[src/inc/cca_pkg.sv]
// Purpose: Shared constants for the axis comparator action block
// Assumes: 32-bit classic Wishbone, word-aligned byte addresses
// Notes: Offsets of every register are local choices listed in the hand-over
package cca_pkg;
	// ----------------------------------------------------------------
	// Widths
	// ----------------------------------------------------------------
	localparam int CNT_W = 28;
	localparam int NCMP = 5;
	// ----------------------------------------------------------------
	// Register byte offsets
	// ----------------------------------------------------------------
	localparam logic [7:0] OFS_ENV2 = 8'h00;
	localparam logic [7:0] OFS_ENV4 = 8'h04;
	localparam logic [7:0] OFS_ENV5 = 8'h08;
	localparam logic [7:0] OFS_IRQ_EN = 8'h0C;
	localparam logic [7:0] OFS_IRQ_CAUSE = 8'h10;
	localparam logic [7:0] OFS_MAIN_STS = 8'h14;
	localparam logic [7:0] OFS_ERR_STS = 8'h18;
	localparam logic [7:0] OFS_CMD = 8'h1C;
	localparam logic [7:0] OFS_GPIO = 8'h20;
	localparam logic [7:0] OFS_DEFL = 8'h24;
	localparam logic [7:0] OFS_CMP_BASE = 8'h40;
	localparam logic [7:0] OFS_CMP_LAST = 8'h50;
	// ----------------------------------------------------------------
	// Field positions
	// ----------------------------------------------------------------
	localparam int ACT_LSB [0:4] = '{5, 13, 21, 30, 6};
	localparam int SRC_LSB [0:4] = '{0, 8, 16, 24, 0};
	localparam int MTH_LSB [0:4] = '{2, 10, 18, 26, 3};
	localparam int TERM_LSB = 6;
	localparam int FB_MODE_LSB = 20;
	localparam int FB_DIR_BIT = 22;
	localparam int SYNC_LSB = 16;
	localparam int EVT_LSB = 8;
	localparam int ENC_ERR_BIT = 16;
	localparam int OOS_BIT = 17;
	localparam int GPIN_LSB = 8;
	// ----------------------------------------------------------------
	// Codes
	// ----------------------------------------------------------------
	localparam logic [1:0] ACT_NONE = 2'h0;
	localparam logic [1:0] ACT_STOP = 2'h1;
	localparam logic [1:0] ACT_DECEL = 2'h2;
	localparam logic [1:0] ACT_PREREG = 2'h3;
	localparam logic [2:0] MTH_EQ = 3'h1;
	localparam logic [2:0] MTH_EQ_UP = 3'h2;
	localparam logic [2:0] MTH_EQ_DN = 3'h3;
	localparam logic [2:0] MTH_GT = 3'h4;
	localparam logic [2:0] MTH_LT = 3'h5;
	localparam logic [2:0] MTH_SOFT = 3'h6;
	localparam logic [3:0] MTH4_IDX = 4'h8;
	localparam logic [2:0] SRC_CMDPOS = 3'h0;
	localparam logic [2:0] SRC_MECH = 3'h1;
	localparam logic [2:0] SRC_DEFL = 3'h2;
	localparam logic [2:0] SRC_GEN = 3'h3;
	localparam logic [2:0] SRC_POSN = 3'h4;
	localparam logic [2:0] SRC_SPEED = 3'h5;
	localparam logic [1:0] TERM_IN = 2'h0;
	localparam logic [1:0] TERM_GPO = 2'h1;
	localparam logic [1:0] TERM_MATCH_N = 2'h2;
	localparam logic [1:0] TERM_MATCH = 2'h3;
	localparam logic [1:0] FB_X1 = 2'h0;
	localparam logic [1:0] FB_X2 = 2'h1;
	localparam logic [1:0] FB_X4 = 2'h2;
	localparam logic [1:0] FB_UPDN = 2'h3;
	localparam logic [3:0] SYNC_CMP_LO = 4'h1;
	localparam logic [3:0] SYNC_CMP_HI = 4'h5;
	localparam logic [1:0] SYNC_MOTION = 2'h2;
	localparam logic [7:0] CMD_DEFL_CLEAR = 8'h22;
	localparam logic [7:0] CMD_START_POS = 8'h10;
	localparam logic [7:0] CMD_START_NEG = 8'h11;
endpackage : cca_pkg

[src/design/cca_axis_cmp.sv]
// Purpose: Comparator match actions, events, terminals, sync and step-loss detection for one axis
// Assumes: Counter values, motion state and encoder pins are synchronous to clk_i
// Notes: Summary of operation below; Wishbone classic slave answers every access in one cycle
//
// Summary of operation
// - Two-bit action per comparator on match
// - Action fields in environment four and five
// - Enabled comparator events pull interrupt low
// - Cause register shows which comparator interrupted
// - Status word shows live match per comparator
// - Terminal mode: input, output, match low/high
// - Terminal mode pairs in environment two
// - Sync output timing selected by four bits
// - Comparators one and two as travel limits
// - Start toward active limit is refused
// - Soft limit stops unless decel action at high speed
// - Soft limit decelerates only for decel action, high speed
// - Deflection above maximum flags step loss
// - Clear command zeroes deflection counter
// - Feedback mode: 1x, 2x, 4x, up/down
// - Direction bit swaps which input counts up
// - Both inputs changing is an input error
// - Deflection compared by absolute value, saturated
// - Comparison method codes select the relation
// - Source code selects counter compared
`timescale 1ns/1ps
module cca_axis_cmp #(
	parameter int DEFL_W = 16
) (
	input wire logic clk_i,
	input wire logic rst_i,
	input wire logic wb_cyc_i,
	input wire logic wb_stb_i,
	input wire logic wb_we_i,
	input wire logic [7:0] wb_adr_i,
	input wire logic [3:0] wb_sel_i,
	input wire logic [31:0] wb_dat_i,
	output logic [31:0] wb_dat_o,
	output logic wb_ack_o,
	input wire logic [cca_pkg::CNT_W-1:0] cmd_pos_i,
	input wire logic [cca_pkg::CNT_W-1:0] mech_pos_i,
	input wire logic [cca_pkg::CNT_W-1:0] gen_cnt_i,
	input wire logic [cca_pkg::CNT_W-1:0] posn_cnt_i,
	input wire logic [cca_pkg::CNT_W-1:0] speed_i,
	input wire logic cmd_pulse_i,
	input wire logic moving_i,
	input wire logic dir_neg_i,
	input wire logic high_speed_i,
	input wire logic accel_start_i,
	input wire logic accel_end_i,
	input wire logic decel_start_i,
	input wire logic decel_end_i,
	input wire logic feedback_in_a_i,
	input wire logic feedback_in_b_i,
	input wire logic [4:0] term_i,
	output logic [4:0] term_o,
	output logic [4:0] term_oe_n_o,
	output logic stop_now_o,
	output logic decel_stop_o,
	output logic prereg_load_o,
	output logic start_pos_o,
	output logic start_neg_o,
	output logic sync_o,
	output logic irq_n_o
);
	localparam int CW = cca_pkg::CNT_W;

	// ----------------------------------------------------------------
	// Functions
	// ----------------------------------------------------------------
	function automatic logic [2:0] norm_mth4(input logic [3:0] m);
		logic [2:0] r;
		r = 3'h0;
		if (m[3:2] == cca_pkg::MTH4_IDX[3:2] && m[1:0] != 2'h3)
			r = 3'(m[1:0] + 2'h1);
		else if (m[3] == 1'b0 && m[2:0] <= cca_pkg::MTH_LT)
			r = m[2:0];
		return r;
	endfunction : norm_mth4

	function automatic logic cmp_eval(input logic [2:0] mth, input logic signed [CW-1:0] cv,
			input logic signed [CW-1:0] cur, input logic signed [CW-1:0] prev, input int idx);
		logic r;
		r = 1'b0;
		unique case (mth)
			cca_pkg::MTH_EQ: r = (cv == cur);
			cca_pkg::MTH_EQ_UP: r = (cv == cur) && (cur > prev);
			cca_pkg::MTH_EQ_DN: r = (cv == cur) && (cur < prev);
			cca_pkg::MTH_GT: r = (cv > cur);
			cca_pkg::MTH_LT: r = (cv < cur);
			cca_pkg::MTH_SOFT: r = (idx == 0) ? (cv < cur) : (idx == 1) ? (cv > cur) : 1'b0;
			default: r = 1'b0;
		endcase
		return r;
	endfunction : cmp_eval

	// ----------------------------------------------------------------
	// Registers
	// ----------------------------------------------------------------
	logic [31:0] env2_ff, env4_ff, env5_ff, irq_en_ff;
	logic [CW-1:0] cmpv_ff [0:4];
	logic [CW-1:0] prev_ff [0:4];
	logic [4:0] match_ff, cause_ff, gpo_ff;
	logic enc_err_ff, oos_ff, fa_ff, fb_ff, sl_hit_ff;
	logic signed [DEFL_W-1:0] defl_ff;

	// ----------------------------------------------------------------
	// Wishbone decode
	// ----------------------------------------------------------------
	wire acc = wb_cyc_i & wb_stb_i & ~wb_ack_o;
	wire wr = acc & wb_we_i;
	wire rd = acc & ~wb_we_i;
	wire [31:0] wmask = {{8{wb_sel_i[3]}}, {8{wb_sel_i[2]}}, {8{wb_sel_i[1]}}, {8{wb_sel_i[0]}}};
	wire in_cmp = (wb_adr_i >= cca_pkg::OFS_CMP_BASE) && (wb_adr_i <= cca_pkg::OFS_CMP_LAST);
	wire [2:0] cmp_idx = 3'((wb_adr_i - cca_pkg::OFS_CMP_BASE) >> 2);
	wire cmd_wr = wr && wb_adr_i == cca_pkg::OFS_CMD && wb_sel_i[0];
	wire defl_clr = cmd_wr && wb_dat_i[7:0] == cca_pkg::CMD_DEFL_CLEAR;
	wire rd_cause = rd && wb_adr_i == cca_pkg::OFS_IRQ_CAUSE;
	wire rd_err = rd && wb_adr_i == cca_pkg::OFS_ERR_STS;

	// ----------------------------------------------------------------
	// Feedback decoder
	// ----------------------------------------------------------------
	wire [1:0] fb_mode = env2_ff[cca_pkg::FB_MODE_LSB +: 2];
	wire fb_swap = env2_ff[cca_pkg::FB_DIR_BIT];
	// Counting input x is the one whose lead or rising edge counts up
	wire x_now = fb_swap ? feedback_in_b_i : feedback_in_a_i;
	wire y_now = fb_swap ? feedback_in_a_i : feedback_in_b_i;
	wire x_old = fb_swap ? fb_ff : fa_ff;
	wire y_old = fb_swap ? fa_ff : fb_ff;
	wire dx = x_now ^ x_old;
	wire dy = y_now ^ y_old;
	wire both_chg = dx & dy;
	wire x_up = dx & (x_now ^ y_now);
	wire y_up = dy & ~(x_now ^ y_now);
	wire fb_cnt = ~both_chg & (
		(fb_mode == cca_pkg::FB_X4) ? (dx | dy) :
		(fb_mode == cca_pkg::FB_X2) ? dx :
		(fb_mode == cca_pkg::FB_X1) ? (dx & x_now) :
		((dx & x_now) | (dy & y_now)));
	wire fb_up = (fb_mode == cca_pkg::FB_UPDN) ? (dx & x_now) :
		(fb_mode == cca_pkg::FB_X4) ? (x_up | y_up) : x_up;

	// ----------------------------------------------------------------
	// Deflection counter
	// ----------------------------------------------------------------
	// Commanded pulses add, feedback pulses take away
	wire signed [2:0] step_cmd = cmd_pulse_i ? (dir_neg_i ? -3'sd1 : 3'sd1) : 3'sd0;
	wire signed [2:0] step_fb = fb_cnt ? (fb_up ? 3'sd1 : -3'sd1) : 3'sd0;
	wire signed [2:0] step = step_cmd - step_fb;
	wire signed [DEFL_W-1:0] nxt_defl = defl_clr ? '0 :
		DEFL_W'(defl_ff + {{(DEFL_W-3){step[2]}}, step});
	wire defl_min = defl_ff == {1'b1, {(DEFL_W-1){1'b0}}};
	// Most negative value has no positive twin, so it saturates
	wire [DEFL_W-1:0] defl_mag = defl_min ? {1'b0, {(DEFL_W-1){1'b1}}} :
		(defl_ff[DEFL_W-1] ? DEFL_W'(-defl_ff) : defl_ff);
	wire [CW-1:0] defl_abs = CW'(defl_mag);

	// ----------------------------------------------------------------
	// Comparators
	// ----------------------------------------------------------------
	logic [4:0] match_now, is_defl, is_soft;
	logic [1:0] act [0:4];
	logic [CW-1:0] cur [0:4];
	for (genvar i = 0; i < cca_pkg::NCMP; i++) begin : g_cmp
		wire [1:0] act_w = (i < 4) ? env4_ff[cca_pkg::ACT_LSB[i] +: 2] : env5_ff[cca_pkg::ACT_LSB[i] +: 2];
		wire [2:0] src = (i < 4) ? {1'b0, env4_ff[cca_pkg::SRC_LSB[i] +: 2]} : env5_ff[cca_pkg::SRC_LSB[i] +: 3];
		wire [2:0] mth = (i == 3) ? norm_mth4(env4_ff[cca_pkg::MTH_LSB[i] +: 4]) :
			(i < 4) ? env4_ff[cca_pkg::MTH_LSB[i] +: 3] : env5_ff[cca_pkg::MTH_LSB[i] +: 3];
		assign act[i] = act_w;
		assign cur[i] = (src == cca_pkg::SRC_CMDPOS) ? cmd_pos_i :
			(src == cca_pkg::SRC_MECH) ? mech_pos_i :
			(src == cca_pkg::SRC_DEFL) ? defl_abs :
			(src == cca_pkg::SRC_GEN) ? gen_cnt_i :
			(src == cca_pkg::SRC_POSN) ? posn_cnt_i :
			(src == cca_pkg::SRC_SPEED) ? speed_i : '0;
		assign match_now[i] = cmp_eval(mth, cmpv_ff[i], cur[i], prev_ff[i], i);
		assign is_defl[i] = (src == cca_pkg::SRC_DEFL) && (mth == cca_pkg::MTH_LT);
		assign is_soft[i] = (i < 2) && (mth == cca_pkg::MTH_SOFT);
	end

	// Rising match is the single event that actions, cause, step loss and sync see
	wire [4:0] evt = match_now & ~match_ff;
	wire [4:0] irq_en = irq_en_ff[cca_pkg::EVT_LSB +: 5];

	// ----------------------------------------------------------------
	// Actions and software limits
	// ----------------------------------------------------------------
	logic [4:0] ev_stop, ev_decel, ev_load;
	always_comb begin
		for (int i = 0; i < cca_pkg::NCMP; i++) begin
			// Soft-limit comparators act only through the limit path
			ev_stop[i] = evt[i] & ~is_soft[i] & (act[i] == cca_pkg::ACT_STOP);
			ev_decel[i] = evt[i] & ~is_soft[i] & (act[i] == cca_pkg::ACT_DECEL);
			ev_load[i] = evt[i] & ~is_soft[i] & (act[i] == cca_pkg::ACT_PREREG);
		end
	end
	wire sl_pos = is_soft[0] & match_now[0];
	wire sl_neg = is_soft[1] & match_now[1];
	wire hit_pos = sl_pos & moving_i & ~dir_neg_i;
	wire hit_neg = sl_neg & moving_i & dir_neg_i;
	wire sl_hit = hit_pos | hit_neg;
	wire sl_rise = sl_hit & ~sl_hit_ff;
	wire sl_act_decel = hit_pos ? (act[0] == cca_pkg::ACT_DECEL) : (act[1] == cca_pkg::ACT_DECEL);
	wire sl_decel = sl_rise & sl_act_decel & high_speed_i;
	wire nxt_stop = (|ev_stop) | (sl_rise & ~sl_decel);
	wire nxt_decel = (|ev_decel) | sl_decel;
	wire nxt_start_pos = cmd_wr && wb_dat_i[7:0] == cca_pkg::CMD_START_POS && !sl_pos;
	wire nxt_start_neg = cmd_wr && wb_dat_i[7:0] == cca_pkg::CMD_START_NEG && !sl_neg;

	// ----------------------------------------------------------------
	// Events, terminals, sync
	// ----------------------------------------------------------------
	// Set wins over the read-clear so a coincident event survives
	wire [4:0] nxt_cause = (cause_ff & ~{5{rd_cause}}) | (evt & irq_en);
	wire nxt_err = (enc_err_ff & ~rd_err) | both_chg;
	wire nxt_oos = (oos_ff & ~rd_err) | (|(evt & is_defl));
	wire nxt_irq_n = ~((|nxt_cause) | nxt_err);
	logic [4:0] nxt_term, nxt_oe_n;
	always_comb begin
		for (int i = 0; i < cca_pkg::NCMP; i++) begin
			nxt_oe_n[i] = env2_ff[cca_pkg::TERM_LSB + 2 * i +: 2] == cca_pkg::TERM_IN;
			unique case (env2_ff[cca_pkg::TERM_LSB + 2 * i +: 2])
				cca_pkg::TERM_GPO: nxt_term[i] = gpo_ff[i];
				cca_pkg::TERM_MATCH_N: nxt_term[i] = ~match_now[i];
				cca_pkg::TERM_MATCH: nxt_term[i] = match_now[i];
				default: nxt_term[i] = 1'b0;
			endcase
		end
	end
	wire [3:0] sync_sel = env5_ff[cca_pkg::SYNC_LSB +: 4];
	wire [3:0] motion_evt = {decel_end_i, decel_start_i, accel_end_i, accel_start_i};
	wire sync_cmp = sync_sel >= cca_pkg::SYNC_CMP_LO && sync_sel <= cca_pkg::SYNC_CMP_HI;
	wire nxt_sync = sync_cmp ? evt[3'(sync_sel - cca_pkg::SYNC_CMP_LO)] :
		(sync_sel[3:2] == cca_pkg::SYNC_MOTION) ? motion_evt[sync_sel[1:0]] : 1'b0;

	// ----------------------------------------------------------------
	// Read mux
	// ----------------------------------------------------------------
	wire [31:0] rd_mux = in_cmp ? {{(32-CW){1'b0}}, cmpv_ff[cmp_idx]} :
		(wb_adr_i == cca_pkg::OFS_ENV2) ? env2_ff :
		(wb_adr_i == cca_pkg::OFS_ENV4) ? env4_ff :
		(wb_adr_i == cca_pkg::OFS_ENV5) ? env5_ff :
		(wb_adr_i == cca_pkg::OFS_IRQ_EN) ? irq_en_ff :
		(wb_adr_i == cca_pkg::OFS_IRQ_CAUSE) ? 32'(cause_ff) << cca_pkg::EVT_LSB :
		(wb_adr_i == cca_pkg::OFS_MAIN_STS) ? 32'(match_ff) << cca_pkg::EVT_LSB :
		(wb_adr_i == cca_pkg::OFS_ERR_STS) ? (32'(enc_err_ff) << cca_pkg::ENC_ERR_BIT) |
			(32'(oos_ff) << cca_pkg::OOS_BIT) :
		(wb_adr_i == cca_pkg::OFS_GPIO) ? (32'(term_i) << cca_pkg::GPIN_LSB) | 32'(gpo_ff) :
		(wb_adr_i == cca_pkg::OFS_DEFL) ? 32'(defl_ff) : 32'h0000_0000;

	// ----------------------------------------------------------------
	// Flip-flops
	// ----------------------------------------------------------------
	always_ff @(posedge clk_i) begin
		if (rst_i) begin
			env2_ff <= '0;
			env4_ff <= '0;
			env5_ff <= '0;
			irq_en_ff <= '0;
			gpo_ff <= '0;
		end else if (wr) begin
			if (wb_adr_i == cca_pkg::OFS_ENV2) env2_ff <= (env2_ff & ~wmask) | (wb_dat_i & wmask);
			if (wb_adr_i == cca_pkg::OFS_ENV4) env4_ff <= (env4_ff & ~wmask) | (wb_dat_i & wmask);
			if (wb_adr_i == cca_pkg::OFS_ENV5) env5_ff <= (env5_ff & ~wmask) | (wb_dat_i & wmask);
			if (wb_adr_i == cca_pkg::OFS_IRQ_EN) irq_en_ff <= (irq_en_ff & ~wmask) | (wb_dat_i & wmask);
			if (wb_adr_i == cca_pkg::OFS_GPIO && wb_sel_i[0]) gpo_ff <= wb_dat_i[4:0];
		end
	end

	always_ff @(posedge clk_i) begin
		for (int i = 0; i < cca_pkg::NCMP; i++) begin
			if (rst_i) begin
				cmpv_ff[i] <= '0;
				prev_ff[i] <= '0;
			end else begin
				prev_ff[i] <= cur[i];
				if (wr && in_cmp && cmp_idx == 3'(i))
					cmpv_ff[i] <= (cmpv_ff[i] & ~wmask[CW-1:0]) | (wb_dat_i[CW-1:0] & wmask[CW-1:0]);
			end
		end
	end

	always_ff @(posedge clk_i) begin
		if (rst_i) begin
			wb_ack_o <= 1'b0;
			wb_dat_o <= '0;
			match_ff <= '0;
			cause_ff <= '0;
			enc_err_ff <= 1'b0;
			oos_ff <= 1'b0;
			fa_ff <= 1'b0;
			fb_ff <= 1'b0;
			defl_ff <= '0;
			sl_hit_ff <= 1'b0;
			irq_n_o <= 1'b1;
		end else begin
			wb_ack_o <= acc;
			wb_dat_o <= rd ? rd_mux : 32'h0000_0000;
			match_ff <= match_now;
			cause_ff <= nxt_cause;
			enc_err_ff <= nxt_err;
			oos_ff <= nxt_oos;
			fa_ff <= feedback_in_a_i;
			fb_ff <= feedback_in_b_i;
			defl_ff <= nxt_defl;
			sl_hit_ff <= sl_hit;
			irq_n_o <= nxt_irq_n;
		end
	end

	always_ff @(posedge clk_i) begin
		if (rst_i) begin
			stop_now_o <= 1'b0;
			decel_stop_o <= 1'b0;
			prereg_load_o <= 1'b0;
			start_pos_o <= 1'b0;
			start_neg_o <= 1'b0;
			sync_o <= 1'b0;
			term_o <= '0;
			term_oe_n_o <= '1;
		end else begin
			stop_now_o <= nxt_stop;
			decel_stop_o <= nxt_decel;
			prereg_load_o <= |ev_load;
			start_pos_o <= nxt_start_pos;
			start_neg_o <= nxt_start_neg;
			sync_o <= nxt_sync;
			term_o <= nxt_term;
			term_oe_n_o <= nxt_oe_n;
		end
	end

	// ----------------------------------------------------------------
	// Assertions
	// ----------------------------------------------------------------
	chk_act_stop: assert property (@(posedge clk_i) disable iff (rst_i)
		(|ev_stop) |=> stop_now_o) else $error("Stop action did not stop");
	chk_cause_set: assert property (@(posedge clk_i) disable iff (rst_i)
		(evt[2] && irq_en[2]) |=> cause_ff[2]) else $error("Cause bit not set");
	chk_irq_level: assert property (@(posedge clk_i) disable iff (rst_i)
		(|(evt & irq_en)) |=> !irq_n_o) else $error("Interrupt not asserted");
	chk_match_status: assert property (@(posedge clk_i) disable iff (rst_i)
		match_now[0] |=> match_ff[0] ##0 $past(match_now[0])) else $error("Status does not follow match");
	chk_term_high: assert property (@(posedge clk_i) disable iff (rst_i)
		env2_ff[9:8] == cca_pkg::TERM_MATCH |=> term_o[1] == $past(match_now[1]) && !term_oe_n_o[1])
		else $error("Terminal match output wrong");
	chk_start_refuse: assert property (@(posedge clk_i) disable iff (rst_i)
		start_pos_o |-> $past(!sl_pos)) else $error("Start toward active limit");
	chk_soft_stop: assert property (@(posedge clk_i) disable iff (rst_i)
		(sl_rise && !high_speed_i) |=> stop_now_o && !decel_stop_o) else $error("Soft limit no stop");
	chk_soft_decel: assert property (@(posedge clk_i) disable iff (rst_i)
		(sl_rise && high_speed_i && sl_act_decel) |=> decel_stop_o) else $error("Soft limit no decel");
	chk_defl_clear: assert property (@(posedge clk_i) disable iff (rst_i)
		defl_clr |=> defl_ff == '0) else $error("Deflection not cleared");
	chk_enc_err: assert property (@(posedge clk_i) disable iff (rst_i)
		both_chg |=> enc_err_ff && !irq_n_o) else $error("Input error not flagged");
	chk_event_pulse: assert property (@(posedge clk_i) disable iff (rst_i)
		(evt[1] && !is_soft[1] && act[1] == cca_pkg::ACT_DECEL) |=> decel_stop_o ##1 !decel_stop_o)
		else $error("Event pulse not single");
	chk_prereg_load: assert property (@(posedge clk_i) disable iff (rst_i)
		(|ev_load) |=> prereg_load_o) else $error("Load action missing");
	chk_sync_cmp: assert property (@(posedge clk_i) disable iff (rst_i)
		(sync_sel == cca_pkg::SYNC_CMP_LO && evt[0]) |=> sync_o) else $error("Sync on match missing");
	chk_sync_motion: assert property (@(posedge clk_i) disable iff (rst_i)
		(sync_sel == {cca_pkg::SYNC_MOTION, 2'h0} && accel_start_i) |=> sync_o) else $error("Sync on motion missing");
	chk_step_loss: assert property (@(posedge clk_i) disable iff (rst_i)
		(evt[2] && is_defl[2]) |=> oos_ff) else $error("Step loss not flagged");
	chk_start_neg: assert property (@(posedge clk_i) disable iff (rst_i)
		start_neg_o |-> $past(!sl_neg)) else $error("Start toward negative limit");
	cov_soft_hit: cover property (@(posedge clk_i) disable iff (rst_i) sl_rise);
	cov_enc_err: cover property (@(posedge clk_i) disable iff (rst_i) both_chg);
	cov_sync: cover property (@(posedge clk_i) disable iff (rst_i) sync_o ##1 !sync_o);
	cov_oos: cover property (@(posedge clk_i) disable iff (rst_i) !oos_ff ##1 oos_ff);
endmodule : cca_axis_cmp

[config.mk]
export PLATFORM = sky130hd
export DESIGN_NAME = cca_axis_cmp
export DESIGN_NICKNAME = d
export VERILOG_FILES = /design/src/inc/cca_pkg.sv /design/src/design/cca_axis_cmp.sv
export SDC_FILE = /design/constraint.sdc
export NUM_CORES = 2
export LEC_CHECK = 0
export BUFFER_PORTS_ARGS = -buffer_cell sky130_fd_sc_hd__buf_2
export CORE_ASPECT_RATIO = 0.8
export CORE_MARGIN = 3
export CORE_UTILIZATION = 55
export CTS_BUF_LIST = sky130_fd_sc_hd__clkbuf_8
export DETAILED_ROUTE_END_ITERATION = 12
export GPL_TIMING_DRIVEN = 0
export PLACE_DENSITY = 0.74
export SYNTH_ARGS = -nofsm -noshare
export SYNTH_HDL_FRONTEND = slang
export SYNTH_SLANG_ARGS = --single-unit
[constraint.sdc]
create_clock -name clk_i -period 5.7 [get_ports clk_i]
set_input_delay 0.855 -clock clk_i [delete_from_list [all_inputs] [get_ports clk_i]]
set_output_delay 0.855 -clock clk_i [all_outputs]
set_load 0.01 [all_outputs]
==> results.py <==
metrics = {
    "status": {
        "status": "finished clean",
    },
    "die": {
        "die_h_um": 222,
        "start_util_pct": 56.0,
        "num_rows": 78,
        "die_x_um": 276,
        "core-area_um2": 57100,
        "die_area_um2": 61100,
        "ios": 254,
    },
    "timing": {
        "slew_headroom_pct": 11.7,
        "worstMarginPinSlew_ns": 1.32,
        "clock_skew_ns": 0.0233,
        "rsz0062_at_grt": "yes",
        "min_period_over_period_pct": 99.8,
        "fin_crit_ns": 5.69,
        "slew_violations": 0,
        "max_freq_mhz": 176,
        "fin_ws_ns": 0.00989,
        "hold_viol_final": 0,
        "holdWs_ns": 0.433,
        "setup_viol": 0,
    },
    "synthesis": {
        "synth-compound-area-share_pct": 18.3,
        "synthDistinctLibCells": 94,
        "synth-edff-count": 140,
        "netlist.area_leader.share_pct": 22.2,
        "synth-simple-area-share_pct": 17.7,
        "ys_seq_area_share_pct": 35.3,
        "synth_xor_xnor_area_share_pct": 0.794,
        "yosysWarnings": 0,
        "syn-cell-area_um2": 32000,
        "synth-seq-cells": 494,
        "synth_top_family_by_area": "compound AO/OA/AOI/OAI gates",
        "synthAdderAreaFrac_pct": 12.0,
        "synth_cells": 3713,
        "synth_top_cell_by_area": "dfxtp_1",
        "avgSynthCellArea_um2": 8.62,
        "synthTopCellsByArea": "dfxtp_1 22%, edfxtp_1 13%, ha_1 12%",
        "synthFlopType": "dfxtp_1",
        "synthArstFlopShare_pct": 0,
        "synth_mux_area_share_pct": 9.57,
        "syn_nets": 4222,
    },
    "clock_network": {
        "cts.sinks": 494,
        "cts_max_path_buffers": 3,
        "cts_buffers": 83,
        "clockRootBuffer": "clkbuf_8",
        "clk_latency_ns": 0.71,
        "cts_tree": "yes",
        "clk_pin_slew_worst_paths_ns": 0.07,
        "htree_levels": 3,
        "postCtsHoldBufs": 0,
    },
    "critical_path": {
        "cp-end-kind": "flop",
        "required_ns": 6.31,
        "crit_path_start_kind": "flop",
        "ff2ff_setup_slack_ns": 0.01,
        "cp_max_fo": 10,
        "worstPathArrival_ns": 6.30,
        "critPathKind": "reg2reg",
    },
    "cells_and_area": {
        "final_common_cell": "a21oi_1",
        "finalNetCount": 4567,
        "instances_no_fill": 4886,
        "multi_input_area_um2": 19300,
        "n_fill_cell": 5061,
        "drive_gt1_share_pct": 17.5,
        "regArea_um2": 11300,
        "final_core_util_pct": 64.2,
        "final_cell_mix": "468 x a21oi_1, 361 x nand2_1, 353 x inv_1",
        "area_growth_syn_to_layout_pct": 14.5,
    },
    "route": {
        "vias_per_cell": 6.55,
        "wire_per_inst_um": 26.8,
        "drc": 0,
        "num_vias": 32000,
        "first_pass_iters": 10,
        "antenna_left": 0,
        "finalWirelength_um": 131000,
        "drt_iter0_markers": 5748,
    },
    "grt": {
        "overflow": 0,
        "antenna_found_initial": 1,
        "grt_max_degree": 29,
        "track_usage_pct": 41.3,
        "grt_pass1_vias": 29300,
        "grt_first_pass_wirelength_um": 187000,
    },
    "place": {
        "place_hpwl_um": 103000,
        "io_buffers": 246,
        "dp_slack_ns": -1.08,
        "gp_congestion": 1.06,
        "dpl.cell_count": 4720,
    },
    "worst_hold_path": {
        "holdCritPathClass": "in2reg",
        "holdCritStartpoint": "feedback_in_a_i",
    },
    "power": {
        "p_per_area_nw_per_um2": 252,
        "p_leak_nw": 14.7,
        "total_power_mw": 9.24,
        "vdd.ir_drop.worst_mv": 0.256,
    },
    "run": {
        "drv_cap": 0,
    },
}
==> routing by layer <==
| metal | wire length (µm) | global-route usage [%] |
|---|---|---|
| met1 | 50000 | 56.1 |
| met2 | 53700 | 59.1 |
| met3 | 18900 | 13.0 |
| met4 | 7970 | 20.2 |
| met5 | 124 | 1.36 |
==> metrics by stage <==
stage	setup TNS [ns]	area (µm²)
4_1_cts	0	36200
3_5_place_dp	-12.73	34200
2_1_floorplan	0	32000
6_report	0	36600
5_1_grt	-0.0945	36600
3_3_place_gp	-12.17	34200
==> cells in the mapped netlist, drive strengths merged, types with 8 or more instances <==
cell and instances:
nand3b 9, nor2 317, inv 324, buf 32, edfxtp 140, nand2b 153, a221o 9, nand3 136
nor3b 9, a21oi 490, dfxtp 354, xnor2 12, mux4 57, a211oi 48, and2 26, xor2 17
clkbuf 169, a221oi 31, o21bai 8, o211ai 19, a21o 19, nor3 25, mux2i 38, and3 13
o21a 12, a222oi 17, a31oi 29, and4 9, ha 303, nor2b 26, o21ai 99, a41oi 9
a211o 8, nand4 58, mux2 124, a22oi 93, nand2 365, nor4 12
==> worst paths after layout <==
check / depth (start not counted) / end
setup / recovery: 18 / prereg_load_o$_SDFF_PP0_
hold reg to reg: 2 / flop
setup reg to reg: 18 / prereg_load_o$_SDFF_PP0_
hold / removal: 2 / fa_ff$_SDFF_PP0_
==> what timing repair did <==
item / in CTS / in global routing
endpoints found under the setup margin: 22 / 19
pin swaps: 6 / 37
gates cloned: 0 / 1
gates resized for setup: 59 / 99
setup buffers: 5 / 8
==> critical path: stages, from the launching register on <==
cell      delay (ns)
dfxtp_1         0.44
clkbuf_1        0.25
clkbuf_1        0.41
nor2_1          0.30
clkbuf_1        0.35
a22oi_1         0.64
inv_1           0.10
ha_1            0.43
nand4_1         0.20
nor3_1          0.58
o21ai_0         0.24
a31oi_1         0.25
o221ai_1        0.16
mux2_2          0.31
a21oi_2         0.06
buf_4           0.17
nor2_1          0.26
a32oi_1         0.17
a31oi_2         0.24
==> power breakdown <==
part | internal [mW] | switching, mW
logic | 0.704 | 1.26
clock network | 1.73 | 1.60
registers | 3.74 | 0.193
total | 6.18 | 3.06
==> area by class of cell <==
type / instances / area share, %
antenna: 1 / 0.00683
buffer: 201 / 2.27
clock buffer: 107 / 4.02
clock inverter: 45 / 0.618
inverter: 324 / 3.33
multi-input combinational: 2694 / 52.6
sequential: 494 / 30.8
tap: 760 / 2.60
timing repair buffer: 260 / 3.71
==> logic make-up after synthesis <==
kind of cell | after synthesis
AND/OR/NAND/NOR | 1191
AO/OA/AOI/OAI | 949
buffers and inverters | 526
flip-flops | 494
adder cells (fa/ha/maj) | 305
multiplexers | 219
XOR/XNOR | 29
(Power assumes the default switching activity.)
